`src/core/loop_regs_defs.svh`:
```
// Offsets, field positions, reset values and limits of the loop status bank
`ifndef LOOP_REGS_DEFS_SVH
`define LOOP_REGS_DEFS_SVH

// ----------------------------------------------------------------------------
// Register offsets
// ----------------------------------------------------------------------------
`define OFF_DAMPING      12'h159
`define OFF_PAGE_SEL     12'h17F
`define OFF_STATUS       12'h180
`define OFF_FB_CTRL      12'h181
`define OFF_IRQ_MASK     12'h1F0

// ----------------------------------------------------------------------------
// Reset values
// ----------------------------------------------------------------------------
`define RST_DAMPING      4'h5
`define RST_PAGE_SEL     8'h00
`define RST_STATUS       6'h00
`define RST_FB_CTRL      8'h00
`define RST_IRQ_MASK     6'h00

// ----------------------------------------------------------------------------
// Field positions
// ----------------------------------------------------------------------------
`define DAMP_MSB         3
`define STAT_MSB         5
`define FB_EN_BIT        7
`define FB_SRC_MSB       5
`define FB_SRC_LSB       2
`define FB_LOOP_MSB      1
`define FB_LOOP_LSB      0
`define FB_SRC_MAX       4'hA

`endif

```
`src/core/loop_regs_pkg.sv`:
```
// Types shared by the loop status and feedback bank
package loop_regs_pkg;

    typedef enum logic [1:0]
    {
        SEL_LOOP_A   = 2'h0,
        SEL_LOOP_B   = 2'h1,
        SEL_LOOP_C   = 2'h2,
        SEL_RESERVED = 2'h3
    } loop_sel_type;

endpackage

```
`src/core/sticky_bits.sv`:
```
// Sticky flags set by hardware, cleared by write-one, set wins over clear
module sticky_bits
#(
    parameter int WIDTH = 6
)
(
    input  wire logic             clk_i,
    input  wire logic             rst_n_i,
    input  wire logic [WIDTH-1:0] set_i,
    input  wire logic [WIDTH-1:0] clr_i,
    output logic      [WIDTH-1:0] q_o
);

    logic [WIDTH-1:0] flags;
    logic [WIDTH-1:0] next_flags;

    // ------------------------------------------------------------------------
    // Next value
    // ------------------------------------------------------------------------
    always_comb
    begin
        next_flags = (flags & ~clr_i) | set_i;
    end

    always_ff @(posedge clk_i or negedge rst_n_i)
    begin
        if (!rst_n_i)
        begin
            flags <= '0;
        end
        else
        begin
            flags <= next_flags;
        end
    end

    assign q_o = flags;

    // ------------------------------------------------------------------------
    // Checks
    // ------------------------------------------------------------------------
    property p_set_wins;
        @(posedge clk_i) disable iff (!rst_n_i)
        (set_i != '0) |=> ((flags & $past(set_i)) == $past(set_i));
    endproperty
    a_set_wins: assert property (p_set_wins) else $error("set lost");

    property p_hold_unless_cleared;
        @(posedge clk_i) disable iff (!rst_n_i)
        (clr_i == '0) |=> ((flags & $past(flags)) == $past(flags));
    endproperty
    a_hold_unless_cleared: assert property (p_hold_unless_cleared) else $error("flag fell");

endmodule // sticky_bits

```
`src/core/fb_phase_calc.sv`:
```
// Feedback phase measurement by the selected loop and per-loop compensation
`include "loop_regs_defs.svh"
module fb_phase_calc
import loop_regs_pkg::*;
#(
    parameter int NREF = 11,
    parameter int PW   = 16
)
(
    input  wire logic                     clk_i,
    input  wire logic                     rst_n_i,
    input  wire logic                     enable_i,
    input  wire logic [3:0]               src_i,
    input  wire loop_regs_pkg::loop_sel_type loop_i,
    input  wire logic [NREF*PW-1:0]       ref_phase_i,
    input  wire logic [11:0]              loop_ref_sel_i,
    input  wire logic [2:0]               loop_fb_en_i,
    output logic      [PW-1:0]            meas_o,
    output logic                          meas_valid_o,
    output logic      [3*PW-1:0]          corr_o
);
    import loop_regs_pkg::*;

    logic [PW-1:0]   meas;
    logic            valid;
    logic [3*PW-1:0] corr;
    logic [PW-1:0]   next_meas;
    logic            next_valid;
    logic [3*PW-1:0] next_corr;
    logic [3:0]      own_ref;
    logic            usable;

    function automatic logic [PW-1:0] pick(input logic [3:0] idx,
                                           input logic [NREF*PW-1:0] all);
        pick = '0;
        for (int k = 0; k < NREF; k++)
        begin
            if (idx == 4'(k))
            begin
                pick = all[k*PW +: PW];
            end
        end
    endfunction

    // ------------------------------------------------------------------------
    // Measurement
    // ------------------------------------------------------------------------
    always_comb
    begin
        own_ref = loop_ref_sel_i[loop_i*4 +: 4];
        usable  = enable_i && (src_i <= `FB_SRC_MAX) && (loop_i != SEL_RESERVED);
        next_valid = usable;
        next_meas  = usable ? pick(own_ref, ref_phase_i) - pick(src_i, ref_phase_i)
                            : meas;
        for (int i = 0; i < 3; i++)
        begin
            next_corr[i*PW +: PW] = (loop_fb_en_i[i] && valid) ? meas : '0;
        end
    end

    always_ff @(posedge clk_i or negedge rst_n_i)
    begin
        if (!rst_n_i)
        begin
            meas  <= '0;
            valid <= 1'b0;
            corr  <= '0;
        end
        else
        begin
            meas  <= next_meas;
            valid <= next_valid;
            corr  <= next_corr;
        end
    end

    assign meas_o       = meas;
    assign meas_valid_o = valid;
    assign corr_o       = corr;

    // ------------------------------------------------------------------------
    // Checks
    // ------------------------------------------------------------------------
    property p_diff;
        @(posedge clk_i) disable iff (!rst_n_i)
        usable |=> valid && (meas == $past(pick(own_ref, ref_phase_i) - pick(src_i, ref_phase_i)));
    endproperty
    a_diff: assert property (p_diff) else $error("wrong phase difference");

    property p_src_reserved;
        @(posedge clk_i) disable iff (!rst_n_i)
        (src_i > `FB_SRC_MAX) |=> !valid;
    endproperty
    a_src_reserved: assert property (p_src_reserved) else $error("reserved source used");

    property p_loop_reserved;
        @(posedge clk_i) disable iff (!rst_n_i)
        (loop_i == SEL_RESERVED) |=> !valid;
    endproperty
    a_loop_reserved: assert property (p_loop_reserved) else $error("reserved loop used");

    property p_comp;
        @(posedge clk_i) disable iff (!rst_n_i)
        (loop_fb_en_i[2] && valid) |=> (corr[2*PW +: PW] == $past(meas));
    endproperty
    a_comp: assert property (p_comp) else $error("compensation missing");

    c_measure: cover property (@(posedge clk_i) disable iff (!rst_n_i) usable ##1 valid);

endmodule // fb_phase_calc

```
`src/core/loop_status_and_ext_feedback_regs.sv`:
```
// Loop lock/holdover sticky status and external feedback control registers
//
// Notes on behaviour
// - Lock of loop a, b, c sets status bit 1, 3, 5.
// - Holdover of loop a, b, c sets status bit 0, 2, 4.
// - Status bits stay high until software writes one to clear them.
// - Status bits set regardless of any mask register contents.
// - Feedback control bit 7 written to one enables external feedback.
// - Field 5:2 picks feedback reference 0 to 10; 11 to 15 reserved.
// - Field 1:0 picks measuring loop a, b, c; code 3 reserved.
// - Selected loop measures own reference phase minus feedback reference phase.
// - Each loop with its own feedback enable gets the measured phase correction.
`include "loop_regs_defs.svh"

module loop_status_and_ext_feedback_regs
#(
    parameter int NREF = 11,
    parameter int PW   = 16
)
(
    input  wire logic                        clk_i,
    input  wire logic                        rst_n_i,
    input  wire logic [11:0]                 addr_i,
    input  wire logic [7:0]                  wdata_i,
    input  wire logic                        wr_i,
    input  wire logic                        rd_i,
    output logic      [7:0]                  rdata_o,
    input  wire logic [2:0]                  loop_locked_i,
    input  wire logic [2:0]                  loop_holdover_i,
    input  wire logic [NREF*PW-1:0]          ref_phase_i,
    input  wire logic [11:0]                 loop_ref_sel_i,
    input  wire logic [2:0]                  loop_fb_en_i,
    output logic      [3:0]                  damping_factor_o,
    output logic      [7:0]                  page_sel_o,
    output logic                             fb_enable_o,
    output logic      [3:0]                  fb_source_o,
    output loop_regs_pkg::loop_sel_type      fb_loop_o,
    output logic      [PW-1:0]               fb_phase_o,
    output logic                             fb_phase_valid_o,
    output logic      [3*PW-1:0]             phase_corr_o,
    output logic                             irq_o
);
    import loop_regs_pkg::*;

    logic [3:0]   damping;
    logic [7:0]   page_sel;
    logic [7:0]   fb_ctrl;
    logic [5:0]   irq_mask;
    logic [7:0]   rdata;
    logic [3:0]   next_damping;
    logic [7:0]   next_page_sel;
    logic [7:0]   next_fb_ctrl;
    logic [5:0]   next_irq_mask;
    logic [7:0]   next_rdata;
    logic [5:0]   status;
    logic [5:0]   status_set;
    logic [5:0]   status_clr;
    loop_sel_type fb_loop;

    function automatic logic hit(input logic [11:0] a, input logic [11:0] off);
        hit = (a == off);
    endfunction

    // ------------------------------------------------------------------------
    // Sticky status
    // ------------------------------------------------------------------------
    always_comb
    begin
        for (int i = 0; i < 3; i++)
        begin
            status_set[2*i+1] = loop_locked_i[i];
            status_set[2*i]   = loop_holdover_i[i];
        end
        status_clr = (wr_i && hit(addr_i, `OFF_STATUS)) ? wdata_i[`STAT_MSB:0] : 6'h00;
    end

    // Mask plays no part in setting, only in the interrupt
    sticky_bits
    #(
        .WIDTH (6)
    )
    u_status
    (
        .clk_i   (clk_i),
        .rst_n_i (rst_n_i),
        .set_i   (status_set),
        .clr_i   (status_clr),
        .q_o     (status)
    );

    // ------------------------------------------------------------------------
    // Register writes and read data
    // ------------------------------------------------------------------------
    always_comb
    begin
        next_damping  = damping;
        next_page_sel = page_sel;
        next_fb_ctrl  = fb_ctrl;
        next_irq_mask = irq_mask;
        next_rdata    = 8'h00;
        if (wr_i)
        begin
            if (hit(addr_i, `OFF_DAMPING))
            begin
                next_damping = wdata_i[`DAMP_MSB:0];
            end
            if (hit(addr_i, `OFF_PAGE_SEL))
            begin
                next_page_sel = wdata_i;
            end
            if (hit(addr_i, `OFF_FB_CTRL))
            begin
                next_fb_ctrl = wdata_i & 8'hBF;
            end
            if (hit(addr_i, `OFF_IRQ_MASK))
            begin
                next_irq_mask = wdata_i[`STAT_MSB:0];
            end
        end
        if (rd_i)
        begin
            case (addr_i)
                `OFF_DAMPING:  next_rdata = {4'h0, damping};
                `OFF_PAGE_SEL: next_rdata = page_sel;
                `OFF_STATUS:   next_rdata = {2'h0, status};
                `OFF_FB_CTRL:  next_rdata = fb_ctrl;
                `OFF_IRQ_MASK: next_rdata = {2'h0, irq_mask};
                default:       next_rdata = 8'h00;
            endcase
        end
    end

    always_ff @(posedge clk_i or negedge rst_n_i)
    begin
        if (!rst_n_i)
        begin
            damping  <= `RST_DAMPING;
            page_sel <= `RST_PAGE_SEL;
            fb_ctrl  <= `RST_FB_CTRL;
            irq_mask <= `RST_IRQ_MASK;
            rdata    <= 8'h00;
        end
        else
        begin
            damping  <= next_damping;
            page_sel <= next_page_sel;
            fb_ctrl  <= next_fb_ctrl;
            irq_mask <= next_irq_mask;
            rdata    <= next_rdata;
        end
    end

    // ------------------------------------------------------------------------
    // Feedback control fields
    // ------------------------------------------------------------------------
    // Setup order is left to software: enable is honoured as soon as written
    assign fb_loop          = loop_sel_type'(fb_ctrl[`FB_LOOP_MSB:`FB_LOOP_LSB]);
    assign fb_enable_o      = fb_ctrl[`FB_EN_BIT];
    assign fb_source_o      = fb_ctrl[`FB_SRC_MSB:`FB_SRC_LSB];
    assign fb_loop_o        = fb_loop;
    assign damping_factor_o = damping;
    assign page_sel_o       = page_sel;
    assign rdata_o          = rdata;
    assign irq_o            = |(status & irq_mask);

    fb_phase_calc
    #(
        .NREF (NREF),
        .PW   (PW)
    )
    u_fb
    (
        .clk_i          (clk_i),
        .rst_n_i        (rst_n_i),
        .enable_i       (fb_ctrl[`FB_EN_BIT]),
        .src_i          (fb_ctrl[`FB_SRC_MSB:`FB_SRC_LSB]),
        .loop_i         (fb_loop),
        .ref_phase_i    (ref_phase_i),
        .loop_ref_sel_i (loop_ref_sel_i),
        .loop_fb_en_i   (loop_fb_en_i),
        .meas_o         (fb_phase_o),
        .meas_valid_o   (fb_phase_valid_o),
        .corr_o         (phase_corr_o)
    );

    // ------------------------------------------------------------------------
    // Checks
    // ------------------------------------------------------------------------
    property p_lock_a;
        @(posedge clk_i) disable iff (!rst_n_i)
        loop_locked_i[0] |=> status[1];
    endproperty
    a_lock_a: assert property (p_lock_a) else $error("lock a not flagged");

    property p_hold_b;
        @(posedge clk_i) disable iff (!rst_n_i)
        loop_holdover_i[1] |=> status[2];
    endproperty
    a_hold_b: assert property (p_hold_b) else $error("holdover b not flagged");

    property p_sticky;
        @(posedge clk_i) disable iff (!rst_n_i)
        ($rose(status[5]) && !loop_locked_i[2] && !(wr_i && hit(addr_i, `OFF_STATUS)))
            |=> status[5];
    endproperty
    a_sticky: assert property (p_sticky) else $error("sticky bit dropped");

    property p_unmasked;
        @(posedge clk_i) disable iff (!rst_n_i)
        (irq_mask == 6'h00 && loop_locked_i[2]) |=> status[5];
    endproperty
    a_unmasked: assert property (p_unmasked) else $error("mask blocked status");

    property p_reserved_zero;
        @(posedge clk_i) disable iff (!rst_n_i)
        (rd_i && hit(addr_i, `OFF_STATUS)) |=> (rdata_o[7:6] == 2'h0)
            && (rdata_o[5:0] == $past(status));
    endproperty
    a_reserved_zero: assert property (p_reserved_zero) else $error("status read wrong");

    property p_enable;
        @(posedge clk_i) disable iff (!rst_n_i)
        (wr_i && hit(addr_i, `OFF_FB_CTRL)) |=> (fb_enable_o == $past(wdata_i[`FB_EN_BIT]));
    endproperty
    a_enable: assert property (p_enable) else $error("enable not taken");

    property p_source;
        @(posedge clk_i) disable iff (!rst_n_i)
        (wr_i && hit(addr_i, `OFF_FB_CTRL))
            |=> (fb_source_o == $past(wdata_i[`FB_SRC_MSB:`FB_SRC_LSB]));
    endproperty
    a_source: assert property (p_source) else $error("source not taken");

    property p_loop_sel;
        @(posedge clk_i) disable iff (!rst_n_i)
        (wr_i && hit(addr_i, `OFF_FB_CTRL) && wdata_i[`FB_EN_BIT] && wdata_i[1:0] == 2'h3)
            |=> ##1 !fb_phase_valid_o;
    endproperty
    a_loop_sel: assert property (p_loop_sel) else $error("reserved loop measured");

    property p_irq;
        @(posedge clk_i) disable iff (!rst_n_i)
        (loop_locked_i[1] && irq_mask[3] && !(wr_i && hit(addr_i, `OFF_IRQ_MASK))) |=> irq_o;
    endproperty
    a_irq: assert property (p_irq) else $error("interrupt level wrong");

    property p_lock_b;
        @(posedge clk_i) disable iff (!rst_n_i)
        loop_locked_i[1] |=> status[3];
    endproperty
    a_lock_b: assert property (p_lock_b) else $error("lock b not flagged");

    property p_lock_c;
        @(posedge clk_i) disable iff (!rst_n_i)
        loop_locked_i[2] |=> status[5];
    endproperty
    a_lock_c: assert property (p_lock_c) else $error("lock c not flagged");

    property p_hold_a;
        @(posedge clk_i) disable iff (!rst_n_i)
        loop_holdover_i[0] |=> status[0];
    endproperty
    a_hold_a: assert property (p_hold_a) else $error("holdover a not flagged");

    property p_hold_c;
        @(posedge clk_i) disable iff (!rst_n_i)
        loop_holdover_i[2] |=> status[4];
    endproperty
    a_hold_c: assert property (p_hold_c) else $error("holdover c not flagged");

    property p_clear;
        @(posedge clk_i) disable iff (!rst_n_i)
        (wr_i && hit(addr_i, `OFF_STATUS) && wdata_i[1] && !loop_locked_i[0]) |=> !status[1];
    endproperty
    a_clear: assert property (p_clear) else $error("status bit not cleared");

    property p_fb_bit6;
        @(posedge clk_i) disable iff (!rst_n_i)
        (rd_i && hit(addr_i, `OFF_FB_CTRL)) |=> !rdata_o[6];
    endproperty
    a_fb_bit6: assert property (p_fb_bit6) else $error("reserved control bit read one");

    property p_rdata_idle;
        @(posedge clk_i) disable iff (!rst_n_i)
        !rd_i |=> (rdata_o == 8'h00);
    endproperty
    a_rdata_idle: assert property (p_rdata_idle) else $error("read data not zero when idle");

    property p_damp_store;
        @(posedge clk_i) disable iff (!rst_n_i)
        (wr_i && hit(addr_i, `OFF_DAMPING)) |=> (damping_factor_o == $past(wdata_i[`DAMP_MSB:0]));
    endproperty
    a_damp_store: assert property (p_damp_store) else $error("damping not stored");

    property p_page_store;
        @(posedge clk_i) disable iff (!rst_n_i)
        (wr_i && hit(addr_i, `OFF_PAGE_SEL)) |=> (page_sel_o == $past(wdata_i));
    endproperty
    a_page_store: assert property (p_page_store) else $error("page select not stored");

    c_lock_clear: cover property (@(posedge clk_i) disable iff (!rst_n_i)
        status[1] ##1 (wr_i && hit(addr_i, `OFF_STATUS) && wdata_i[1]) ##1 !status[1]);
    c_fb_on: cover property (@(posedge clk_i) disable iff (!rst_n_i) $rose(fb_enable_o));
    c_irq: cover property (@(posedge clk_i) disable iff (!rst_n_i) $rose(irq_o));
    c_set_wins: cover property (@(posedge clk_i) disable iff (!rst_n_i)
        (wr_i && hit(addr_i, `OFF_STATUS) && wdata_i[5] && loop_locked_i[2]) ##1 status[5]);

endmodule // loop_status_and_ext_feedback_regs

```
`config.mk`:
```
export PLATFORM = sky130hd
export DESIGN_NAME = loop_status_and_ext_feedback_regs
export DESIGN_NICKNAME = d
export VERILOG_FILES = /design/src/core/loop_regs_pkg.sv /design/src/core/sticky_bits.sv /design/src/core/fb_phase_calc.sv /design/src/core/loop_status_and_ext_feedback_regs.sv
export VERILOG_INCLUDE_DIRS = /design/src /design/src/core
export SDC_FILE = /design/constraint.sdc
export NUM_CORES = 1
export LEC_CHECK = 0
export BUFFER_PORTS_ARGS = -buffer_cell sky130_fd_sc_hd__buf_4
export CAP_MARGIN = 20
export CORE_MARGIN = 4
export CORE_UTILIZATION = 49
export CTS_CLUSTER_SIZE = 25
export DETAILED_ROUTE_END_ITERATION = 10
export PLACE_DENSITY = 0.87
export SLEW_MARGIN = 20
export SYNTH_ARGS = -nofsm -noshare
export SYNTH_HDL_FRONTEND = slang
export SYNTH_SLANG_ARGS = --single-unit
```
`constraint.sdc`:
```
create_clock -name clk_i -period 4.7 [get_ports clk_i]
set_input_delay 1.175 -clock clk_i [delete_from_list [all_inputs] [get_ports clk_i]]
set_output_delay 1.175 -clock clk_i [all_outputs]
set_load 0.02 [all_outputs]
```
Yosys cells after proc, flatten, opt, wreduce, memory -nomap -nowiden
Index checks and enable logic that the tools add are counted.
{"block": "totals", "regBits": 104, "out_inout_bits": 93, "elab_cells": 83}
{"block": "op_classes", "add_sub_neg": 1, "magnitude_cmp": 1, "n_eq_ne": 26, "shift": 1, "mux": 28, "bitwise_logic": 4, "n_reduce_logical": 13}
{"cell": "2-to-1 mux 16 bit", "n": 25}
{"cell": "== test 12 x 9 -> 1 bit (second input constant)", "n": 5}
{"cell": "case mux 8 bit (5 select lines)", "n": 1}
{"cell": "== test 4 x 3 -> 1 bit (second input constant)", "n": 8}
{"cell": "== test 4 bit (second input constant)", "n": 6}
{"cell": "== test 4 x 2 -> 1 bit (second input constant)", "n": 4}
{"cell": "subtractor 16 bit", "n": 1}
{"cell": "bitwise AND 6 bit", "n": 2}
{"cell": "variable part select 12 x 5 -> 4 bit", "n": 1}
{"cell": "== test 4 x 1 -> 1 bit (second input constant)", "n": 2}
{"cell": "zero test 4 bit", "n": 2}
{"cell": "2-to-1 mux 8 bit", "n": 1}
{"cell": "AND reduction 2 bit", "n": 4}
{"cell": "logical AND 1 bit", "n": 6}
{"cell": "2-to-1 mux 6 bit", "n": 1}
{"cell": "NOT 6 bit", "n": 1}
{"cell": "bitwise OR 6 bit", "n": 1}
{"cell": "OR reduction 6 bit", "n": 1}
{"cell": "<= comparator 4 bit (second input constant)", "n": 1}
{"cell": "!= test 2 bit (second input constant)", "n": 1}

Longest topological paths before layout
Gate-level depths: netlist (run 1).
{"block": "depth", "ltp_word": 14, "ltp_mapped": 21, "ltp_nobuf": 18}

By module
A second synthesis (run 1) with hierarchy kept.
{"block": "hier_totals", "hier_cells": 886, "area_unflattened_um2": 7778.7}
{"module": "fb_phase_calc", "instances": 1, "cells_each": 716, "area_per_inst_um2": 5829.3}
{"module": "loop_status_and_ext_feedback_regs", "instances": 1, "cells_each": 152, "area_per_inst_um2": 1731.7}
{"module": "sticky_bits", "instances": 1, "cells_each": 18, "area_per_inst_um2": 217.7}

Least setup slack after synthesis (run 1)
Ideal clock, no wire load.
{"block": "synth_timing", "kind": "input to register", "from": "input loop_ref_sel_i[4]", "to": "register u_fb.meas[10], in the netlist u_fb.meas_o[10]", "setup_ns": 0.069, "arrival_ns": 4.618, "required_ns": 4.631, "slack_ns": 0.014, "cell_stages": 18, "path_buffers": 1, "cell_sequence": "mux2i_1 > a2bb2oi_4 > nor2_1 > buf_2 > nand2_1 > o21ai_0 > a222oi_1 > nand2_1 > a211o_1 > ha_1 > nor2b_1 > o21a_1 > o21a_1 > o211a_1 > o21a_1 > o21a_1 > or4_1 > nand3_1"}
{"block": "synth_via", "elab_chain_cells": 14, "word_cells_on_any_way": 24, "cone_classes": "add/sub: 1; eq/ne: 10; shift: 1; mux: 11; reduce/logical: 1"}
{"item": "start, declared", "line": "loop_status_and_ext_feedback_regs.sv:31", "text": "input wire logic [11:0] loop_ref_sel_i,"}
{"item": "variable part select 12 x 5 -> 4 bit (*)", "line": "fb_phase_calc.sv:50", "text": "own_ref = loop_ref_sel_i[loop_i*4 +: 4];"}
{"item": "zero test 4 bit", "line": "fb_phase_calc.sv:38", "text": "if (idx == 4'(k))"}
{"item": "2-to-1 mux 16 bit (10 in series)", "line": "fb_phase_calc.sv:38"}
{"item": "2-to-1 mux 16 bit (*)", "line": "fb_phase_calc.sv:38"}
{"item": "subtractor 16 bit (*)", "line": "fb_phase_calc.sv:53", "text": "next_meas = usable ? pick(own_ref, ref_phase_i) - pick(src_i, ref_phase_i)"}
{"item": "end signal, assigned", "line": "fb_phase_calc.sv:71", "text": "meas <= next_meas;"}
{"item": "end, declared", "line": "fb_phase_calc.sv:24", "text": "logic [PW-1:0] meas;"}
Mark *: on every way between the ends. The rest lies on a longest branch, timed or not.
A chain may end at the register's enable or synchronous reset.

Final worst setup path (run 1)
{"block": "layout_timing", "from": "input loop_ref_sel_i[5]", "to": "register u_fb.meas[10], in the netlist u_fb.meas_o[10]"}
Same word-level chain as after synthesis.

==> impl_results.md, run 1 <==
* Hold Crit Endpoint: u_status.q_o[0]$_DFF_PN0_
* Vias in the first global route at 8308
* Logic pwr share at 28.5%
* Filler cells at 1117
* R2R Setup Slk at between 0.2 and 0.3 ns
* Cell count after synthesis at ~780
* ANT nets after route at 0
* Die X at between 100 and 150 um
* Residual DRC at 0
* H-tree Lvls at 3
* Detailed Place HPWL at 23370 um
* Worst-path fanout max at 9
* Later-pin clock latency in the skew report at approximately 0.34 ns
* Sequential area share after synthesis at about a third
* Clock slew at reported path FFs at roughly 0.070 ns
* Max incr delay on CP at roughly 0.48 ns
* Starting density of the core at 50.78%
* Clock Tree Buf Depth at 2
* Pre-CTS WS at -0.1980 ns
* Site Rows at between 40 and 50
* Post-Syn Area at 0.007492 mm2
* Min-delay src: u_status.q_o[0]$_DFF_PN0_
* Most common cell after layout, fill and taps aside: buf_4
* Most used cells in the layout excluding fill and tap cells: buf_4, nand2_1, dfrtp_1
* WP data arrival at 4.81 ns
* Drt first pass iters at 7
* Clock skew at ~0.011 ns
* Pwr Density at 210.3 mW/mm2
* Worst-margin pin slew at ~1.0 ns
* Count of final setup violators at 0
* Die area at roughly 0.017 mm2
* RR Startpoint: fb_ctrl[0]$_DFFE_PN0P_
* Primary FF master, synth: dfrtp_1
* Fmax at 220.1 MHz
* Clk network pwr share at a little under a third
* Hold Path Stages at 1
* Initial antenna violation count at 1
* R2r endpoint: u_fb.meas_o[10]$_DFFE_PN0P_
* Syn Area/Cell at between 9 and 10 um2
* Required time of the critical path at ~5.0 ns
* Cell with the most instances on the worst path: o21a_1
* Total Routing Usage GR at roughly a third
* Sw frac at a little under 30%
* P_int at around 1.6 mW
* Slew headroom at between 30% and 40%
* Via density at between 6 and 7
* Final Non-Filler Cells at between 1000 and 1500
* Ys async rst share at 100.0%
* Number of synthesized flops with an enable pin at 0
* Outcome: completed
* First-pass GRT wire length at ~45000 um
* CP cell instances: buf_4 > mux2i_2 > o21a_2 > buf_4 > mux2i_1 > o21ai_0 > a21oi_1 > o21ai_1 > a211oi_1 > fa_1 > nor2b_1 > o21a_1 > o21a_1 > o211a_1 > o21a_1 > o21a_1 > or4_1 > nand3_1
* Start point of the critical path: loop_ref_sel_i[5]
* CTS root buf: clkbuf_16
* Syn nets at about 1000
* Sw power at around 0.65 mW
* YS warnings at 0
* Core area at approximately 0.015 mm2
* R2r worst-path depth at 18
* DRT Wirelength at 28850 um
* Routed wire per std cell at 21.89 um
* Hold Path Class: reg -> reg
* Largest net degree at the start of global routing at 87
* Flop pwr share at 41.4%
* Cell variety after synth at ~70
* Area added between synthesis and finish at 43.24%
* Violation count after the first detailed-routing iteration at 882
* Max Slew Vio Count at 0
* Max_cap viols at 0
* Final hold viol count at 0
* Layout Nets at between 1000 and 1500
* Via count at just over 8000
* CTS tree: built
* Pwr Total at roughly 2.3 mW
* CP Capture Type: flip-flop
* Setup CP Type: in -> reg
* Clk sink count at 104
* Total setup buffers inserted after CTS at 0
* Placed instance count at between 1000 and 1500
* Max stage delay cell, worst path: or4_1
* Total CTS buffers at 9
* I/O Buffers at 313
* CP Launch Type: input port
* Worst setup margin at 0.1560 ns
* RSZ-0062 raised after global routing: no
* I/O pin cnt at 314
* Final period util at 96.68%
* Die H at between 100 and 150 um
* Grt ovf at 0
* Tmin final at ~4.5 ns
* Leak pwr at between 5 and 6 nW
* Placer congestion estimate at around 1.0
* Peak supply drop at approximately 210 uV
* Share of layout cells above drive strength 1 at 43.07%
* Yosys reg bits at 104
[cells by family (layout without fill, tap and decap cells)]
family | count (synthesis) | count (layout) | synth area share, %
and+or+nand+nor | 269 | 269 | 18.44
AOI/OAI and AO/OA | 215 | 215 | 20.74
muxes | 105 | 105 | 18.40
DFF | 104 | 104 | 34.77
buffers and inverters | 64 | 415 | 3.824
adders and majority gates | 16 | 16 | 2.772
xor gates and xnor gates | 9 | 9 | 1.052
other | 0 | 1 | 0
[power groups by stage]
stage | Clock (mW) | Sequential [mW] | Combinational [mW]
finish | 0.679 | 0.934 | 0.643
CTS | 0.692 | 0.933 | 0.628
global route | 0.723 | 0.936 | 0.694
detailed placement | 0 | 0.950 | 0.626
global placement | 0 | 0.949 | 0.619
floorplan | 0 | 0.960 | 0.269
[worst max-delay path: cells and delay by family]
kind	cells	cell delay, ns
simple gates	3	0.64
fa+ha+maj	1	0.27
compound gates	10	1.89
mux	2	0.47
buf+inv	2	0.36
[Yosys cell counts (all sizes together) (4+ instances only)]
cell type    n  share of area, %
dfrtp      102                34
nand2      100               5.0
mux2i       50               6.8
and3        49               4.1
o21ai       45               3.1
a21oi       42               2.9
nor2        40               2.0
mux2        33               5.0
clkbuf      28               1.4
nand3       28               1.9
a22oi       24               2.4
buf         23               1.8
mux4        22               6.6
nor3        17               1.2
a222oi      15               2.0
ha          15               2.5
inv         13              0.65
o211ai      10               1.0
a21o         8              0.80
nor4         8               1.6
o22ai        8              0.67
nand2b       7              0.58
o21a         7              0.70
o31ai        7              0.70
a221o        6              0.80
a22o         6              0.70
nor2b        6              0.50
a31oi        5              0.42
xor2         5              0.58
a211oi       4              0.40
a221oi       4              0.55
xnor2        4              0.47
[final cells by class]
type / count / area, um2 / area share (%)
multi-input combinational: 614 / 4654 / 43.37
timing repair buffer: 386 / 2914 / 27.15
sequential: 104 / 2608 / 24.30
clock buffer: 11 / 242.7 / 2.262
tap: 184 / 230.2 / 2.145
inverter: 13 / 48.80 / 0.4547
clock inverter: 5 / 31.28 / 0.2915
antenna: 1 / 2.502 / 0.02332
[state kept, by name, summed over array words and instances, names as in the netlist]
signal / flops
irq_mask: 6
rdata_o: 8
fb_ctrl: 7
damping_factor_o: 4
u_fb.meas_valid_o: 1
u_fb.meas_o: 16
page_sel_o: 8
u_fb.corr_o: 48
u_status.q_o: 6
[through the flow]
| stage | TNS (ns) | util (%) | instance area, um2 | hold WS (ns) |
|---|---|---|---|---|
| detailed placement | -0.7157 | 70.47 | 10400 | 0.4939 |
| CTS | 0 | 72.33 | 10670 | 0.5167 |
| finish | 0 | 72.74 | 10730 | 0.5139 |
| floorplan | 0 | - | 7492 | 0.4678 |
| global placement | -0.1683 | 70.47 | 10400 | 0.4844 |
| global route | 0 | 72.74 | 10730 | 0.5430 |
[what timing repair did]
item,in CTS,in global routing
endpoints found under the setup margin,0,5
hold buffers,0,0
resized for setup,0,10
[metal layers]
layer | global-route usage [%] | share of wire (%) | vias to the layer above
li1 | - | - | 3677
met1 | 40.46 | 38 | 3874
met2 | 54.76 | 49 | 554
met3 | 5.619 | 9.1 | 93
met4 | 12.60 | 3.9 | 0
met5 | 0 | 0 | -
[worst max-delay path by stage]
stage	end	cells past startpoint
after floorplan	u_fb.meas_o[10]$_DFFE_PN0P_	18
after global placement	u_fb.meas_o[10]$_DFFE_PN0P_	18
after detailed placement	u_fb.meas_o[10]$_DFFE_PN0P_	20
after CTS	u_fb.meas_o[10]$_DFFE_PN0P_	18
after global routing	u_fb.meas_o[10]$_DFFE_PN0P_	19
final	u_fb.meas_o[10]$_DFFE_PN0P_	18
No activity file was read; power rests on OpenSTA's default activity.
==> run 2, diff against run 1 <==
Settings changed: PLACE_DENSITY 0.87 to 0.82.
==> run 2 against run 1 <==
  * Via count increased by 0.55%
  * Count of clock-buffer cells in the layout decreased by 1
  * Hold slack improved by 0.0030 ns
  * Clock skew increased by 0.0013 ns
  * Sequential power about the same
==> impl_results.md, run 2 (synthesis results as in run 1) <==
* Max stage delay cell, worst path: or4_1
* Clock skew at about 0.013 ns
* CTS tree: built
* Starting density of the core at between 50 and 60%
* Via count at approximately 8000
* Placed cell area at around 0.011 mm2
* Hold Path Stages at 1
* Tmin final at 4.582 ns
* Grt ovf at 0
* Met1 global-route usage at 41.17%
* Via density at 6.179
* Vias in the first global route at about 8400
* ANT nets after route at 0
* Placer congestion estimate at around 1.0
* Final hold viol count at 0
* Total Routing Usage GR at between 30% and 40%
* Max_cap viols at 0
* Residual DRC at 0
* Worst-margin pin slew at a little over 0.9 ns
* Outcome: completed
* M3 GR Usage at ~6.7%
* Initial antenna violation count at 0
* R2r worst-path depth at 18
* Clock slew at reported path FFs at roughly 0.070 ns
* Leak pwr at 5.384 nW
* Cell with the most instances on the worst path: o21a_1
* DRT Wirelength at about 29000 um
* Clock Tree Buf Depth at 2
* Pre-CTS WS at -0.1985 ns
* Pwr Total at around 2.4 mW
* Later-pin clock latency in the skew report at roughly 0.34 ns
* Total CTS buffers at 9
* Site Rows at 44
* Drt first pass iters at 8
* Cell family with most CP delay: compound AO/OA/AOI/OAI gates
* Met2 Track Usage GR at 56.50%
* Worst-path fanout max at 4
* Setup CP Type: in -> reg
* CP Launch Type: input port
* Count of final setup violators at 0
* Crit path buf inv count at 2
* Die H at around 130 um
* Slew headroom at approximately two fifths
* Share of layout cells above drive strength 1 at a little over two fifths
* RSZ-0062 raised after global routing: no
* Violation count after the first detailed-routing iteration at 797
* CTS root buf: clkbuf_16
* Die area at ~0.017 mm2
* Routed wire per std cell at roughly 22 um
* Largest net degree at the start of global routing at between 70 and 80
* Placed instance count at 1318
* Die X at 131.7 um
* Most common cell after layout, fill and taps aside: buf_4
* Pwr Density at 221.5 mW/mm2
* I/O Buffers at roughly 310
* Final period util at 97.48%
* Levels on crit path at 19
* GRT Max-Usage Layer: met2
* Design area at around 0.011 mm2
* Clk sink count at between 100 and 150
* Max Slew Vio Count at 0
* ANT cells at 0
* Filler cells at between 1000 and 1500
* H-tree Lvls at 3
* Worst setup margin at 0.1183 ns
* Area added between synthesis and finish at 46.06%
* First-pass GRT wire length at 45860 um
* I/O pin cnt at 314
* CP Capture Type: flip-flop
* Hold Path Class: reg -> reg
* Required time of the critical path at between 4 and 5 ns
* Max incr delay on CP at about 0.46 ns
* Max reg flops at 48
* FF/Latch Area at 0.002608 mm2
* CP cell instances: buf_4 > mux2i_2 > o21a_2 > buf_4 > mux2i_1 > o21ai_0 > a21oi_1 > o21ai_0 > a211oi_2 > ha_2 > fa_1 > nor2b_1 > o21a_1 > o21a_1 > o211a_1 > o21a_1 > o21a_1 > or4_1 > nand3_1
* Layout Nets at between 1000 and 1500
* WP data arrival at 4.85 ns
* Total setup buffers inserted after CTS at 0
* Peak supply drop at 159.8 uV
* Most used cells in the layout excluding fill and tap cells: buf_4, nand2_1, dfrtp_1
* Final Non-Filler Cells at approximately 1300
* Fmax at 218.3 MHz
* Core area at 0.01475 mm2
* Area occupied by multi-input gates at 0.004617 mm2
* Detailed Place HPWL at ~24000 um
## run 2: stage by stage
step / hold slack, ns / util, % / TNS (ns)
finish: 0.5169 / 74.17 / 0
global route: 0.5322 / 74.17 / 0
CTS: 0.5105 / 74.01 / 0
detailed placement: 0.4933 / 71.73 / -0.5023
global placement: 0.4819 / 71.68 / -0.2416
floorplan: 0.4678 / - / 0
## run 2: layout make-up
type,count,area share (%)
Clock inverter,5,0.9833
Tap cell,184,2.104
Inverter,13,0.4459
Sequential cell,104,23.83
Timing Repair Buffer,404,28.36
Multi-Input combinational cell,614,42.19
Clock buffer,10,2.092
## run 2: what timing repair did
item / CTS / global route
endpoints found under the setup margin: 0 / 1
resized for setup: 0 / 3
hold buffers: 0 / 0
endpoints found under the hold margin: 0 / 0
## run 2: layer usage
layer  routed length (um)  up-vias  share of wire, %
met5                    0        -                 0
met4                 1119        0               3.8
met3                 2580       81               8.8
met2                14390      553                49
met1                11390     3898                39
li1                     -     3711                 -
## run 2: worst paths after layout
check / startpoint / to / slack (ns)
max in group asynchronous: rst_n_i / u_fb.corr_o[42]$_DFF_PN0_ / 2.80
worst min register to register: u_status.q_o[0]$_DFF_PN0_ / u_status.q_o[0]$_DFF_PN0_ / 0.52
worst min-delay path: u_status.q_o[0]$_DFF_PN0_ / u_status.q_o[0]$_DFF_PN0_ / 0.52
min in group asynchronous: rst_n_i / u_fb.corr_o[30]$_DFF_PN0_ / 0.97
worst max-delay path: loop_ref_sel_i[5] / u_fb.meas_o[10]$_DFFE_PN0P_ / 0.12
worst max register to register: fb_ctrl[0]$_DFFE_PN0P_ / u_fb.meas_o[10]$_DFFE_PN0P_ / 0.29
## run 2: where the power goes
part           switching [mW]  total (mW)  internal (mW)
logic                   0.326       0.666          0.340
clock network           0.305       0.824          0.519
registers              0.0228       0.933          0.911
total                   0.654        2.42           1.77
